==> config.mk <==
export PLATFORM = sky130hd
export DESIGN_NAME = asw_ctrl
export DESIGN_NICKNAME = d
export VERILOG_FILES = /design/src/verilog/asw_pkg.sv /design/src/verilog/asw_tmr_if.sv /design/src/verilog/asw_ctrl.sv /design/src/verilog/asw_timer.sv
export SDC_FILE = /design/constraint.sdc
export NUM_CORES = 1
export LEC_CHECK = 0
export BUFFER_PORTS_ARGS = -buffer_cell sky130_fd_sc_hd__buf_2
export CAP_MARGIN = 10
export CORE_MARGIN = 3
export CORE_UTILIZATION = 60
export CTS_BUF_LIST = sky130_fd_sc_hd__clkbuf_4
export DETAILED_ROUTE_END_ITERATION = 12
export HOLD_SLACK_MARGIN = 0.08
export PLACE_DENSITY = 0.88
export SYNTH_ARGS = -nofsm -noshare
export SYNTH_HDL_FRONTEND = slang
export SYNTH_SLANG_ARGS = --single-unit
==> constraint.sdc <==
create_clock -name mclk -period 6.9 [get_ports mclk]
set_input_delay 1.38 -clock mclk [delete_from_list [all_inputs] [get_ports mclk]]
set_output_delay 1.38 -clock mclk [all_outputs]
set_load 0.01 [all_outputs]
==> src/verilog/asw_pkg.sv <==
// Purpose: Constants and types for the host-side controller of an asynchronous 256K x 16 static memory.
// Assumes: mclk at 200 MHz (5 ns period).
// Notes: Pin timing uses the memory's 45 ns cycle figures, rounded to whole clocks.
// What this block does
// - The host puts an 18-bit word address on word_address for every access.
// - The host must not drive the data bus while the memory may still be driving read data.
// - Retention entered with the primary select must hold the secondary select at a firm level.
// - The host enters retention by secondary select low, primary select high, or both lane selects high.
// - After retention the host waits at least 5 ms before any access.
package asw_pkg;
  localparam int ADDR_W = 18;
  localparam int DATA_W = 16;
  localparam int CLK_PERIOD_PS = 5000;
  // Access and write pulse minimums in ns
  localparam int T_RC_NS = 45;
  localparam int T_WP_NS = 35;
  localparam int T_DW_NS = 25;
  localparam int T_HZ_NS = 18;
  // Retention recovery in ms
  localparam int T_R_MS = 5;
  function automatic int ns_to_cyc_up(input int ns);
    int c;
    c = (ns * 1000 + CLK_PERIOD_PS - 1) / CLK_PERIOD_PS;
    return (c < 1) ? 1 : c;
  endfunction
  localparam int RD_CYC = ns_to_cyc_up(T_RC_NS);
  localparam int WP_CYC = ns_to_cyc_up(T_WP_NS);
  localparam int HZ_CYC = ns_to_cyc_up(T_HZ_NS);
  localparam longint RCV_CYC_L = (longint'(T_R_MS) * 1000000000 + CLK_PERIOD_PS - 1) / CLK_PERIOD_PS;
  localparam int RCV_CYC = int'(RCV_CYC_L);
  typedef enum logic [1:0] {
    ASW_OP_READ,
    ASW_OP_WRITE,
    ASW_OP_SLEEP,
    ASW_OP_WAKE
  } asw_op_t;
  typedef enum logic [1:0] {
    ASW_RET_SEC,
    ASW_RET_PRI,
    ASW_RET_LANE
  } asw_ret_t;
endpackage

==> src/verilog/asw_tmr_if.sv <==
`timescale 1ns/10ps
// Purpose: Carries load and done between the controller and its cycle timer.
// Assumes: Single clock domain.
// Notes: Load is a one-cycle pulse.
interface asw_tmr_if;
  logic        load;
  logic [31:0] count;
  logic        done;
  modport ctl (output load, output count, input done);
  modport tmr (input load, input count, output done);
endinterface
==> src/verilog/asw_ctrl.sv <==
`timescale 1ns/10ps
// Purpose: Host controller driving an asynchronous 256K x 16 static memory through its pins.
// Assumes: Pins face the memory directly; data_pins_in comes from the pad and is synchronised.
// Notes: One request at a time; retention and wake are explicit operations.
module asw_ctrl
  import asw_pkg::*;
#(
  parameter int RECOVER_CYC = RCV_CYC
)
(
  // Clock and reset
  input  wire logic              mclk,
  input  wire logic              rst_b,
  // User request
  input  wire logic              req_valid,
  output logic                   req_ready,
  input  wire asw_op_t           req_op,
  input  wire asw_ret_t          req_ret,
  input  wire logic [ADDR_W-1:0] req_addr,
  input  wire logic [DATA_W-1:0] req_wdata,
  input  wire logic [1:0]        req_lanes,
  // User answer
  output logic                   rsp_valid,
  output logic [DATA_W-1:0]      rsp_rdata,
  output logic                   asleep,
  // Memory pins
  output logic [ADDR_W-1:0]      word_address,
  output logic                   primary_select_n,
  output logic                   secondary_select,
  output logic                   write_strobe_n,
  output logic                   output_drive_n,
  output logic                   low_lane_select_n,
  output logic                   high_lane_select_n,
  input  wire logic [DATA_W-1:0] data_pins_in,
  output logic [DATA_W-1:0]      data_pins_out,
  output logic [DATA_W-1:0]      data_pins_oe
);
  if (RECOVER_CYC < 1) begin : g_bad_recover
    $error("RECOVER_CYC must be at least one");
  end

  typedef enum logic [2:0] {
    ASW_S_IDLE,
    ASW_S_RD,
    ASW_S_RD_HZ,
    ASW_S_WR,
    ASW_S_WR_END,
    ASW_S_SLEEP,
    ASW_S_WAKE
  } asw_state_t;

  asw_tmr_if tmr ();
  asw_timer u_timer (
    .mclk  (mclk),
    .rst_b (rst_b),
    .t     (tmr)
  );

  asw_state_t        state_ff, nxt_state;
  asw_ret_t          ret_ff, nxt_ret;
  logic [ADDR_W-1:0] addr_ff, nxt_addr;
  logic [DATA_W-1:0] wdata_ff, nxt_wdata;
  logic [DATA_W-1:0] rdata_ff, nxt_rdata;
  logic [1:0]        lanes_ff, nxt_lanes;
  logic              rsp_ff, nxt_rsp;
  logic              cs1_n_ff, nxt_cs1_n;
  logic              cs2_ff, nxt_cs2;
  logic              we_n_ff, nxt_we_n;
  logic              oe_n_ff, nxt_oe_n;
  logic              lb_n_ff, nxt_lb_n;
  logic              ub_n_ff, nxt_ub_n;
  logic              drv_ff, nxt_drv;
  logic [DATA_W-1:0] din_s1_ff;
  logic [DATA_W-1:0] din_s2_ff;

  // Pad inputs are asynchronous to mclk
  always_ff @(posedge mclk) begin
    if (!rst_b) begin
      din_s1_ff <= 16'h0000;
      din_s2_ff <= 16'h0000;
    end else begin
      din_s1_ff <= data_pins_in;
      din_s2_ff <= din_s1_ff;
    end
  end

  // Lane mask from the two active-low selects
  function automatic logic [DATA_W-1:0] lane_mask(input logic lb_n, input logic ub_n);
    return {{8{!ub_n}}, {8{!lb_n}}};
  endfunction

  always_comb begin
    nxt_state = state_ff;
    nxt_ret   = ret_ff;
    nxt_addr  = addr_ff;
    nxt_wdata = wdata_ff;
    nxt_rdata = rdata_ff;
    nxt_lanes = lanes_ff;
    nxt_rsp   = 1'b0;
    nxt_cs1_n = cs1_n_ff;
    nxt_cs2   = cs2_ff;
    nxt_we_n  = we_n_ff;
    nxt_oe_n  = oe_n_ff;
    nxt_lb_n  = lb_n_ff;
    nxt_ub_n  = ub_n_ff;
    nxt_drv   = drv_ff;
    tmr.load  = 1'b0;
    tmr.count = 32'h0000_0000;
    unique case (state_ff)
      ASW_S_IDLE: begin
        if (req_valid && tmr.done) begin
          nxt_addr  = req_addr;
          nxt_wdata = req_wdata;
          nxt_lanes = req_lanes;
          unique case (req_op)
            ASW_OP_READ: begin
              if (req_lanes != 2'b00) begin
                // Both selects on, write strobe high, output drive low
                nxt_cs1_n = 1'b0;
                nxt_cs2   = 1'b1;
                nxt_we_n  = 1'b1;
                nxt_oe_n  = 1'b0;
                nxt_lb_n  = !req_lanes[0];
                nxt_ub_n  = !req_lanes[1];
                tmr.load  = 1'b1;
                tmr.count = 32'(RD_CYC + 2); // Extra clocks cover the input synchroniser
                nxt_state = ASW_S_RD;
              end else begin
                nxt_rsp = 1'b1;
              end
            end
            ASW_OP_WRITE: begin
              if (req_lanes != 2'b00) begin
                // Output drive high so the memory never fights our data
                nxt_cs1_n = 1'b0;
                nxt_cs2   = 1'b1;
                nxt_oe_n  = 1'b1;
                nxt_we_n  = 1'b0;
                nxt_lb_n  = !req_lanes[0];
                nxt_ub_n  = !req_lanes[1];
                tmr.load  = 1'b1;
                tmr.count = 32'(HZ_CYC); // Wait for any prior drive to float
                nxt_state = ASW_S_WR;
              end else begin
                nxt_rsp = 1'b1;
              end
            end
            ASW_OP_SLEEP: begin
              nxt_ret = req_ret;
              nxt_we_n = 1'b1;
              nxt_oe_n = 1'b1;
              unique case (req_ret)
                ASW_RET_SEC: nxt_cs2 = 1'b0;
                ASW_RET_PRI: begin
                  nxt_cs1_n = 1'b1;
                  nxt_cs2   = 1'b1;
                end
                default: begin
                  nxt_cs1_n = 1'b0;
                  nxt_cs2   = 1'b1;
                  nxt_lb_n  = 1'b1;
                  nxt_ub_n  = 1'b1;
                end
              endcase
              nxt_rsp   = 1'b1;
              nxt_state = ASW_S_SLEEP;
            end
            ASW_OP_WAKE: nxt_rsp = 1'b1; // Wake while awake is a no-op
          endcase
        end
      end
      ASW_S_RD: begin
        if (tmr.done) begin
          nxt_rdata = din_s2_ff & lane_mask(lb_n_ff, ub_n_ff);
          nxt_rsp   = 1'b1;
          nxt_cs1_n = 1'b1;
          nxt_oe_n  = 1'b1;
          nxt_lb_n  = 1'b1;
          nxt_ub_n  = 1'b1;
          tmr.load  = 1'b1;
          tmr.count = 32'(HZ_CYC);
          nxt_state = ASW_S_RD_HZ;
        end
      end
      ASW_S_RD_HZ: begin
        // Bus is held off until the memory's drive has died away
        if (tmr.done) begin
          nxt_state = ASW_S_IDLE;
        end
      end
      ASW_S_WR: begin
        if (tmr.done) begin
          nxt_drv   = 1'b1;
          tmr.load  = 1'b1;
          tmr.count = 32'(WP_CYC);
          nxt_state = ASW_S_WR_END;
        end
      end
      ASW_S_WR_END: begin
        // Data stays driven one clock past the strobe for hold
        if (tmr.done && !we_n_ff) begin
          nxt_we_n  = 1'b1;
          nxt_cs1_n = 1'b1;
          nxt_lb_n  = 1'b1;
          nxt_ub_n  = 1'b1;
        end else if (tmr.done) begin
          nxt_drv   = 1'b0;
          nxt_rsp   = 1'b1;
          nxt_state = ASW_S_IDLE;
        end
      end
      ASW_S_SLEEP: begin
        if (req_valid && req_op == ASW_OP_WAKE) begin
          nxt_cs1_n = 1'b1;
          nxt_cs2   = 1'b1;
          nxt_lb_n  = 1'b1;
          nxt_ub_n  = 1'b1;
          tmr.load  = 1'b1;
          tmr.count = 32'(RECOVER_CYC);
          nxt_state = ASW_S_WAKE;
        end else if (req_valid) begin
          nxt_rsp = 1'b1; // Other requests are answered with no access
        end
      end
      ASW_S_WAKE: begin
        if (tmr.done) begin
          nxt_rsp   = 1'b1;
          nxt_state = ASW_S_IDLE;
        end
      end
      default: nxt_state = ASW_S_IDLE;
    endcase
  end

  always_ff @(posedge mclk) begin
    if (!rst_b) begin
      state_ff <= ASW_S_IDLE;
      ret_ff   <= ASW_RET_SEC;
      addr_ff  <= 18'h0_0000;
      wdata_ff <= 16'h0000;
      rdata_ff <= 16'h0000;
      lanes_ff <= 2'b00;
      rsp_ff   <= 1'b0;
      cs1_n_ff <= 1'b1;
      cs2_ff   <= 1'b1;
      we_n_ff  <= 1'b1;
      oe_n_ff  <= 1'b1;
      lb_n_ff  <= 1'b1;
      ub_n_ff  <= 1'b1;
      drv_ff   <= 1'b0;
    end else begin
      state_ff <= nxt_state;
      ret_ff   <= nxt_ret;
      addr_ff  <= nxt_addr;
      wdata_ff <= nxt_wdata;
      rdata_ff <= nxt_rdata;
      lanes_ff <= nxt_lanes;
      rsp_ff   <= nxt_rsp;
      cs1_n_ff <= nxt_cs1_n;
      cs2_ff   <= nxt_cs2;
      we_n_ff  <= nxt_we_n;
      oe_n_ff  <= nxt_oe_n;
      lb_n_ff  <= nxt_lb_n;
      ub_n_ff  <= nxt_ub_n;
      drv_ff   <= nxt_drv;
    end
  end

  assign req_ready          = (state_ff == ASW_S_IDLE && tmr.done) || (state_ff == ASW_S_SLEEP);
  assign rsp_valid          = rsp_ff;
  assign rsp_rdata          = rdata_ff;
  assign asleep             = (state_ff == ASW_S_SLEEP) || (state_ff == ASW_S_WAKE);
  assign word_address       = addr_ff;
  assign primary_select_n   = cs1_n_ff;
  assign secondary_select   = cs2_ff;
  assign write_strobe_n     = we_n_ff;
  assign output_drive_n     = oe_n_ff;
  assign low_lane_select_n  = lb_n_ff;
  assign high_lane_select_n = ub_n_ff;
  assign data_pins_out      = wdata_ff;
  // Only the written lanes are driven
  assign data_pins_oe       = drv_ff ? lane_mask(!lanes_ff[0], !lanes_ff[1]) : 16'h0000;
endmodule // asw_ctrl

==> src/verilog/asw_timer.sv <==
`timescale 1ns/10ps
// Purpose: Down-counter that paces pin phases of the memory controller.
// Assumes: count is at least one when loaded.
// Notes: done is high while idle and drops the cycle after load.
module asw_timer
  import asw_pkg::*;
(
  // Clock and reset
  input wire logic mclk,
  input wire logic rst_b,
  // Control
  asw_tmr_if.tmr   t
);
  logic [31:0] cnt_ff;
  logic [31:0] nxt_cnt;

  always_comb begin
    nxt_cnt = cnt_ff;
    if (t.load) begin
      nxt_cnt = t.count;
    end else if (cnt_ff != 32'h0000_0000) begin
      nxt_cnt = cnt_ff - 32'h0000_0001;
    end
  end

  always_ff @(posedge mclk) begin
    if (!rst_b) begin
      cnt_ff <= 32'h0000_0000;
    end else begin
      cnt_ff <= nxt_cnt;
    end
  end

  // Done must not look at load: the controller derives load from done
  assign t.done = (cnt_ff == 32'h0000_0000);
endmodule // asw_timer

==> impl_metrics.tcl, run 1 <==
set metrics [dict create \
    status "finished clean" \
    grt-busiest-layer "met2" \
    gp_routability_congestion 0.936 \
    grt_pass1_wl_microns 20400 \
    hold_depth 1 \
    fin_hold_ws_ns 0.427 \
    crit_required_ns 5.52 \
    insertion_delay_ns 0.52 \
    hold_viol 0 \
    path_common_cell "or4_1" \
    clockBufferDepth 2 \
    post_cts_buffers 0 \
    synth_fp_nets 707 \
    clk_pin_slew_ns 0.11 \
    synthArstFlopShare_pct 0 \
    ys_warn_count 0 \
    slew_violations 0 \
    wl_microns 13200 \
    synth_seq_cells 127 \
    cts_tree "done" \
    start_util_pct 62.8 \
    min_from "din_s1_ff[12]$_SDFF_PN0_" \
    cp-start-kind "flop" \
    use_met2_pct 41.6 \
    hold_path_class "reg -> reg" \
    num_rows 34 \
    r2r_setup_slack_ns 3.62 \
    drtIter0Drc 309 \
    ioPinCount 134 \
    cp.arrival_ns 2.91 \
    die_area_sq_um 10400 \
    cts_max_level 4 \
    cts_root_buffer "clkbuf_4" \
    max_slew_margin_pct 33.3 \
    syn_inst 642 \
    setup_violations 0 \
    fin_crit_ns 4.29 \
    avgViaCountPerCell 5.91 \
    die_w_microns 102 \
    portBuffers 133 \
    worst_r2r_path_depth 5 \
    critPathMaxFanout 10 \
    synth-edff-count 0 \
    grt_pass1_vias 4542 \
    grtUsageTotal_pct 24.4 \
    cellPowerDensity_nw_per_um2 403 \
    diodes 0 \
    avgSynthCellArea_sq_um 8.65 \
    path_cells "or4_1 > or4_1 > nor3_2 > nand2_1 > a21oi_1 > buf_2" \
    cp_slowest_stage_delay_ns 0.70 \
    peakVddDrop_mv 0.383 \
    vias 5105 \
    yosysSeqAreaShare_pct 45.8 \
    syn_to_final_growth_pct 15.7 \
    crit_buf_inv 1 \
    wire_per_inst_microns 15.2 \
    r2r_start "u_timer.cnt_ff[21]$_SDFFE_PN0P_" \
    crit_family "simple AND/OR/NAND/NOR gates" \
    synth_flop_cell "dfxtp_1" \
    drive_above_1_share_pct 24.1 \
    finalInstanceArea_sq_um 6420 \
    nFillCells 642 \
    r2r_end "u_timer.cnt_ff[5]$_SDFFE_PN0P_" \
    cpMaxStageDelayCell "or4_1" \
    critical_path_class "reg -> out" \
    worstMarginPinSlew_ns 0.991 \
    drt_pass1_iterations 6 \
    grt_util_met1_pct 29.4 \
    drc 0 \
    timing.fmax_mhz 233 \
    end_kind "output pin" \
    numCtsBuffers 17 \
    antenna_found_initial 0 \
    finalPower_w 0.00259 \
    maxCapViolCount 0 \
    hpwl_microns 8990 \
    synth_cell_types 54 \
    met3_usage_pct 6.48 \
    die_height_microns 102 \
    post_cts_resized 0 \
    synthesis.area_sq_um 5550 \
    leakagePower_nw 2.67 \
    grt_max_degree 80 \
    grt_overflow 0 \
    rsz0062_at_grt "no" \
    antenna_left 0 \
    dpl_cell_area_sq_um 6130 \
    fin_crit_sh_pct 62.1 \
    worstHoldEndpoint "din_s2_ff[12]$_SDFF_PN0_" \
    coreArea_sq_um 8850 \
    clkSinkCount 127 \
    finalSetupTns_ns 0 \
    finalClockSkew_ns 0.0164 \
    cts_hold_buf 0 \
    fin_nets 809 \
]
==> routing by layer <==
| metal | up-vias | part of all wire, % |
|---|---|---|
| li1 | 2480 | - |
| met1 | 2366 | 41 |
| met2 | 225 | 50 |
| met3 | 34 | 6.5 |
| met4 | 0 | 1.9 |
| met5 | - | 0 |
==> sequential cells by signal, summed over array words and instances (netlist names), 2 cells and up <==
register and flops:
u_timer.cnt_ff 32, word_address 18, data_pins_out 16, din_s1_ff 16
din_s2_ff 16, rsp_rdata 16, state_ff 3, lanes_ff 2
==> cell usage after synthesis (2+ instances only) <==
master	count	share of area [%]
or4b_2	3	0.54
o41ai_1	5	0.79
a21oi_1	63	5.7
o2111ai_1	2	0.32
mux2i_1	19	3.4
buf_2	8	0.72
nand4_1	4	0.45
o21ai_0	17	1.5
o31ai_1	10	1.4
ha_1	6	1.4
nand2b_1	3	0.34
nand3b_1	17	2.3
and3_1	2	0.23
a2111oi_0	2	0.32
buf_4	16	2.2
o311ai_0	2	0.32
or3_1	17	1.9
nand3_1	8	0.72
o311a_1	2	0.36
nor4_1	9	1.0
nor3_1	11	0.99
or4_1	20	2.7
o211ai_1	4	0.54
nor4_2	2	0.45
nand2_1	106	7.2
xor2_1	5	0.79
a211oi_1	6	0.81
clkbuf_1	32	2.2
dfxtp_1	127	46
nor2_1	24	1.6
a31oi_1	6	0.68
a211o_1	2	0.32
or2_2	3	0.34
and4_1	3	0.47
a21o_1	3	0.41
nor2b_1	4	0.45
o22a_1	2	0.32
inv_1	9	0.61
and2_1	37	4.2
xnor2_1	7	1.1
==> power breakdown <==
group | internal, W | switching, W | leakage, nW | total [W]
sequential | 0.000860 | 0.000124 | 1.03 | 0.000983
combinational | 0.000417 | 0.000664 | 1.48 | 0.00108
clock | 0.000249 | 0.000273 | 0.151 | 0.000522
total | 0.00153 | 0.00106 | 2.67 | 0.00259
==> cell families after synthesis <==
logic type               share of synthesized area [%]
XOR/XNOR                                          1.89
multiplexers                                      3.42
flip-flops                                        45.8
AO/OA/AOI/OAI                                     15.1
buffers and inverters                             5.72
AND/OR/NAND/NOR                                   26.7
adder cells (fa/ha/maj)                           1.35
==> cell type report <==
| type | instances | area [sq um] | area share, % |
|---|---|---|---|
| Sequential cell | 127 | 2540 | 39.6 |
| Multi-Input combinational cell | 449 | 2700 | 42.0 |
| Clock buffer | 17 | 128 | 1.99 |
| Clock inverter | 14 | 170 | 2.65 |
| Timing Repair Buffer | 140 | 718 | 11.2 |
| Inverter | 9 | 33.8 | 0.526 |
| Tap cell | 108 | 135 | 2.10 |
==> stage by stage <==
stage | instances | setup slack, ns | util [%]
after global routing | 864 | 2.44 | 72.6
after floorplan | 642 | 2.99 | -
after CTS | 864 | 2.59 | 72.6
final | 864 | 2.61 | 72.6
after global placement | 833 | 3.21 | 69.2
after detailed placement | 833 | 3.18 | 69.2
==> how the worst max path moves through the flow <==
stage                                               start   endpoint  depth (start not counted)
final                     u_timer.cnt_ff[21]$_SDFFE_PN0P_  req_ready                          6
after global routing      u_timer.cnt_ff[21]$_SDFFE_PN0P_  req_ready                          6
after CTS                 u_timer.cnt_ff[21]$_SDFFE_PN0P_  req_ready                          6
after detailed placement  u_timer.cnt_ff[21]$_SDFFE_PN0P_  req_ready                          6
after global placement    u_timer.cnt_ff[20]$_SDFFE_PN0P_  req_ready                          6
after floorplan           u_timer.cnt_ff[21]$_SDFFE_PN0P_  req_ready                          8
==> layout by cell type (no fill, tap or decap), types with 7 or more instances in the layout <==
master,Yosys,routed
o21ai_0,17,17
nand2_1,106,106
nand3b_1,17,17
inv_1,9,9
o31ai_1,10,10
nor2_1,24,24
dfxtp_1,127,127
nor3_1,11,10
clkbuf_4,0,17
buf_2,8,133
a21oi_1,63,63
mux2i_1,19,19
or4_1,20,20
nor4_1,9,9
or3_1,17,17
and2_1,37,37
buf_4,16,7
xnor2_1,7,7
nand3_1,8,8
No activity file was read; power rests on OpenSTA's default activity.
==> run 2: changes to the inputs <==
- CORE_UTILIZATION: 60 -> 50
- PLACE_DENSITY: 0.88 -> 0.78
- clock period: 6.9 -> 3.77 ns (I/O delays scaled with it)
==> impl_metrics.tcl, run 2 (same netlist as run 1, synthesis figures left out) <==
set metrics [dict create \
    cts_root_buffer "clkbuf_4" \
    grt_max_degree 79 \
    coreArea_sq_um 10600 \
    die_w_microns 111 \
    rsz0062_at_grt "no" \
    drt_pass1_iterations 6 \
    leakagePower_nw 2.70 \
    intPower_w 0.00296 \
    use_met2_pct 35.9 \
    grt_pass1_vias 4582 \
    clk_pin_slew_ns 0.11 \
    grt-busiest-layer "met2" \
    worst_r2r_path_depth 8 \
    drc 0 \
    path_cells "or4_1 > or4_4 > nor3_2 > nand2_1 > a21oi_1 > buf_2" \
    wl_microns 13300 \
    status "finished clean" \
    finalSetupTns_ns 0 \
    share_seq_of_total_power_pct 36.6 \
    die_area_sq_um 12400 \
    fin_nets 812 \
    worstMarginPinSlew_ns 0.856 \
    fin_crit_ns 3.50 \
    hpwl_microns 9290 \
    r2r_start "u_timer.cnt_ff[0]$_SDFFE_PN0P_" \
    antenna_found_initial 0 \
    antenna_left 0 \
    grtUsageTotal_pct 20.9 \
    start_util_pct 52.6 \
    switching_share_pct 39.7 \
    critical_path_class "reg -> out" \
    insertion_delay_ns 0.53 \
    r2r_end "u_timer.cnt_ff[9]$_SDFFE_PN0P_" \
    die_height_microns 111 \
    clkPwrFrac_pct 22.4 \
    gp_routability_congestion 0.915 \
    largest_reg_flops 32 \
    cts_max_level 4 \
    numCtsBuffers 17 \
    num_rows 37 \
    critPathMaxFanout 10 \
    grt_pass1_wl_microns 21500 \
    setup_violations 0 \
    grt_overflow 0 \
    cp.arrival_ns 2.75 \
    clockBufferDepth 2 \
    cpMaxStageDelayCell "or4_4" \
    vias 5049 \
    most-common-layout-cells "133 x buf_2, 127 x dfxtp_1, 106 x nand2_1" \
    hold_depth 2 \
    pwr-share-comb_pct 41.0 \
    grt_util_met1_pct 25.1 \
    ioPinCount 134 \
    min_from "data_pins_in[3]" \
    cp_slowest_stage_delay_ns 0.60 \
    top_register "u_timer.cnt_ff" \
    hold_viol 0 \
    worstHoldEndpoint "din_s1_ff[3]$_SDFF_PN0_" \
    cp-start-kind "flop" \
    peakVddDrop_mv 0.546 \
    maxCapViolCount 0 \
    cts_tree "done" \
    avgViaCountPerCell 5.64 \
    power_switching_w 0.00194 \
    drtIter0Drc 320 \
    r2r_setup_slack_ns 0.83 \
    met3_usage_pct 5.71 \
    timing.fmax_mhz 285 \
    layout_commonest_cell "buf_2" \
    fin_crit_sh_pct 92.9 \
    diodes 0 \
    post_cts_buffers 0 \
    syn_to_final_growth_pct 17.7 \
    wire_per_inst_microns 14.8 \
    ff_latch_area_sq_um 2540 \
    nFillCells 913 \
    max_slew_margin_pct 42.4 \
    crit_required_ns 3.02 \
    hold_path_class "in -> reg" \
    finalPower_w 0.00490 \
    slew_violations 0 \
    cellPowerDensity_nw_per_um2 750 \
    end_kind "output pin" \
    multi_input_area_sq_um 2700 \
    drive_above_1_share_pct 24.3 \
    finalClockSkew_ns 0.0205 \
    portBuffers 133 \
    clkSinkCount 127 \
]
==> run 2: power by group through the flow <==
stage,Combinational (W),Sequential [W],Clock [W]
floorplan,0.00152,0.00179,0
global placement,0.00189,0.00180,0
detailed placement,0.00194,0.00182,0
CTS,0.00196,0.00179,0.00112
global route,0.00224,0.00183,0.00118
finish,0.00201,0.00179,0.00110
==> run 2: area by class of cell <==
cell class	count	share of cell area (%)
clock buffers	17	1.95
clock inverters	15	3.33
inverters	9	0.517
multi-input cells	449	41.3
flip-flops and latches	127	38.9
well taps	136	2.60
repair buffers	143	11.3
==> run 2: worst max-delay path by stage <==
stage / depth (start not counted) / endpoint / start / slack, ns
2_1_floorplan: 8 / req_ready / u_timer.cnt_ff[21]$_SDFFE_PN0P_ / 0.48
3_3_place_gp: 6 / req_ready / u_timer.cnt_ff[20]$_SDFFE_PN0P_ / 0.69
3_5_place_dp: 6 / req_ready / u_timer.cnt_ff[21]$_SDFFE_PN0P_ / 0.68
4_1_cts: 6 / req_ready / u_timer.cnt_ff[21]$_SDFFE_PN0P_ / 0.08
5_1_grt: 6 / req_ready / u_timer.cnt_ff[21]$_SDFFE_PN0P_ / 0.07
6_report: 6 / req_ready / u_timer.cnt_ff[21]$_SDFFE_PN0P_ / 0.27
==> run 2: critical path: cells and delay by family (launching register included) <==
kind / cells / cell delay [ns]
AOI/OAI and AO/OA: 1 / 0.20
DFF: 1 / 0.38
buffers and inverters: 1 / 0.16
and+or+nand+nor: 4 / 1.49
==> run 2: per-layer routing <==
metal | vias to the layer above | routed length (microns)
li1 | 2475 | -
met1 | 2366 | 5520
met2 | 172 | 6650
met3 | 36 | 793
met4 | 0 | 331
met5 | - | 0
==> run 2: repair_timing <==
item                                    4_1_cts  5_1_grt
hold buffers                                  0        0
resized for setup                             0        1
endpoints found under the setup margin        0        1
==> run 2: metrics by stage <==
step	worst slack (ns)	area [sq um]	util (%)	instances	hold WS [ns]
finish	0.267	6530	61.9	896	0.422
global route	0.0652	6530	61.9	896	0.376
CTS	0.0797	6530	61.9	896	0.394
detailed placement	0.678	6180	58.6	864	0.419
global placement	0.687	6180	58.6	864	0.414
floorplan	0.484	5550	-	642	0.412
==> run 3: changes to the inputs <==
- MAX_ROUTING_LAYER: unset -> met4
==> impl_metrics.tcl, run 3 (same netlist as run 1, synthesis figures left out) <==
set metrics [dict create \
    grt_overflow 0 \
    rsz0062_at_grt "no" \
    fin_crit_sh_pct 92.9 \
    peakVddDrop_mv 0.551 \
    intPower_w 0.00296 \
    cp-start-kind "flop" \
    cts_root_buffer "clkbuf_4" \
    switching_share_pct 39.8 \
    coreArea_sq_um 10600 \
    end_kind "output pin" \
    fin_crit_ns 3.50 \
    crit_family "simple AND/OR/NAND/NOR gates" \
    grtUsageTotal_pct 21.6 \
    nFillCells 913 \
    layout_commonest_cell "buf_2" \
    slew_violations 0 \
    numCtsBuffers 17 \
    die_height_microns 111 \
    top_register "u_timer.cnt_ff" \
    drive_above_1_share_pct 24.3 \
    die_area_sq_um 12400 \
    clkPwrFrac_pct 22.5 \
    clk_pin_slew_ns 0.11 \
    share_seq_of_total_power_pct 36.5 \
    pwr-share-comb_pct 41.0 \
    cp_slowest_stage_delay_ns 0.60 \
    cpMaxStageDelayCell "or4_4" \
    antenna_found_initial 0 \
    clockBufferDepth 2 \
    drc 0 \
    multi_input_area_sq_um 2700 \
    setup_violations 0 \
    crit_required_ns 3.02 \
    largest_reg_flops 32 \
    wire_per_inst_microns 14.8 \
    leakagePower_nw 2.70 \
    finalSetupTns_ns 0 \
    syn_to_final_growth_pct 17.7 \
    ff_latch_area_sq_um 2540 \
    drtIter0Drc 343 \
    cellPowerDensity_nw_per_um2 751 \
    final_cells 896 \
    grt_max_degree 79 \
    portBuffers 133 \
    path_cells "or4_1 > or4_4 > nor3_2 > nand2_1 > a21oi_1 > buf_2" \
    status "finished clean" \
    vias 5053 \
    cts_tree "done" \
    drt_pass1_iterations 5 \
    placedCellCount 864 \
    finalPower_w 0.00491 \
    most-common-layout-cells "133 x buf_2, 127 x dfxtp_1, 106 x nand2_1" \
    antenna_left 0 \
    insertion_delay_ns 0.53 \
    fin_nets 812 \
    ioPinCount 134 \
    gp_routability_congestion 0.931 \
    cts_max_level 4 \
    clkSinkCount 127 \
    power_switching_w 0.00195 \
    setup_slack_ns 0.266 \
    hold_viol 0 \
    wl_microns 13300 \
    cp.arrival_ns 2.75 \
    num_rows 37 \
    timing.fmax_mhz 285 \
    avgViaCountPerCell 5.64 \
    critPathMaxFanout 10 \
    hold_path_class "in -> reg" \
    diodes 0 \
    grt_pass1_vias 4573 \
    pre_cts_slack_ns 0.678 \
    crit_buf_inv 1 \
    fin_hold_ws_ns 0.421 \
    finalClockSkew_ns 0.0210 \
    die_w_microns 111 \
    critical_path_class "reg -> out" \
    maxCapViolCount 0 \
    start_util_pct 52.6 \
    grt_pass1_wl_microns 21500 \
    hpwl_microns 9290 \
    max_slew_margin_pct 43.6 \
    worstMarginPinSlew_ns 0.839 \
]
-- run 3: through the flow --
step,area (sq um),utilization (%)
after floorplan,5550,-
after global placement,6180,58.6
after detailed placement,6180,58.6
after CTS,6530,61.9
after global routing,6530,61.9
final,6530,61.9
-- run 3: final cells by class --
| type | count | area share [%] |
|---|---|---|
| Multi-Input combinational cell | 449 | 41.3 |
| Sequential cell | 127 | 38.9 |
| Clock buffer | 17 | 1.95 |
| Timing Repair Buffer | 143 | 11.3 |
| Tap cell | 136 | 2.60 |
| Clock inverter | 15 | 3.33 |
| Inverter | 9 | 0.517 |
-- run 3: metal layers --
metal  track usage (%)  vias to the layer above  routed length, microns
li1                  -                     2476                       -
met1              25.0                     2369                    5540
met2              36.3                      176                    6640
met3              5.38                       32                     780
met4              7.95                        0                     338
met5                 -                        -                       0
-- run 3: path summary, 6_finish.rpt --
| check | from | endpoint | slack (ns) | depth (start not counted) |
|---|---|---|---|---|
| setup / recovery | u_timer.cnt_ff[21]$_SDFFE_PN0P_ | req_ready | 0.27 | 6 |
| hold / removal | data_pins_in[3] | din_s1_ff[3]$_SDFF_PN0_ | 0.42 | 2 |
| setup reg to reg | u_timer.cnt_ff[0]$_SDFFE_PN0P_ | u_timer.cnt_ff[9]$_SDFFE_PN0P_ | 0.79 | 8 |
| hold reg to reg | din_s1_ff[14]$_SDFF_PN0_ | din_s2_ff[14]$_SDFF_PN0_ | 0.44 | 1 |
-- run 3: repair_timing --
item / CTS / global route
endpoints found under the setup margin: 0 / 1
hold buffers: 0 / 0
buffers inserted: 0 / 0
resized for setup: 0 / 1
-- run 3: power groups by stage --
stage | registers [W] | clock network, W | logic [W]
after global routing | 0.00183 | 0.00118 | 0.00224
final | 0.00179 | 0.00111 | 0.00201
after floorplan | 0.00179 | 0 | 0.00152
after CTS | 0.00179 | 0.00112 | 0.00196
after global placement | 0.00180 | 0 | 0.00189
after detailed placement | 0.00182 | 0 | 0.00194
-- run 3: worst register-to-register path, delay by kind of cell (launching register included) --
kind | cells | cell delay, ns
DFF | 1 | 0.32
adders and majority gates | 1 | 0.29
buffers and inverters | 2 | 0.36
AOI/OAI and AO/OA | 1 | 0.12
and+or+nand+nor | 4 | 1.83
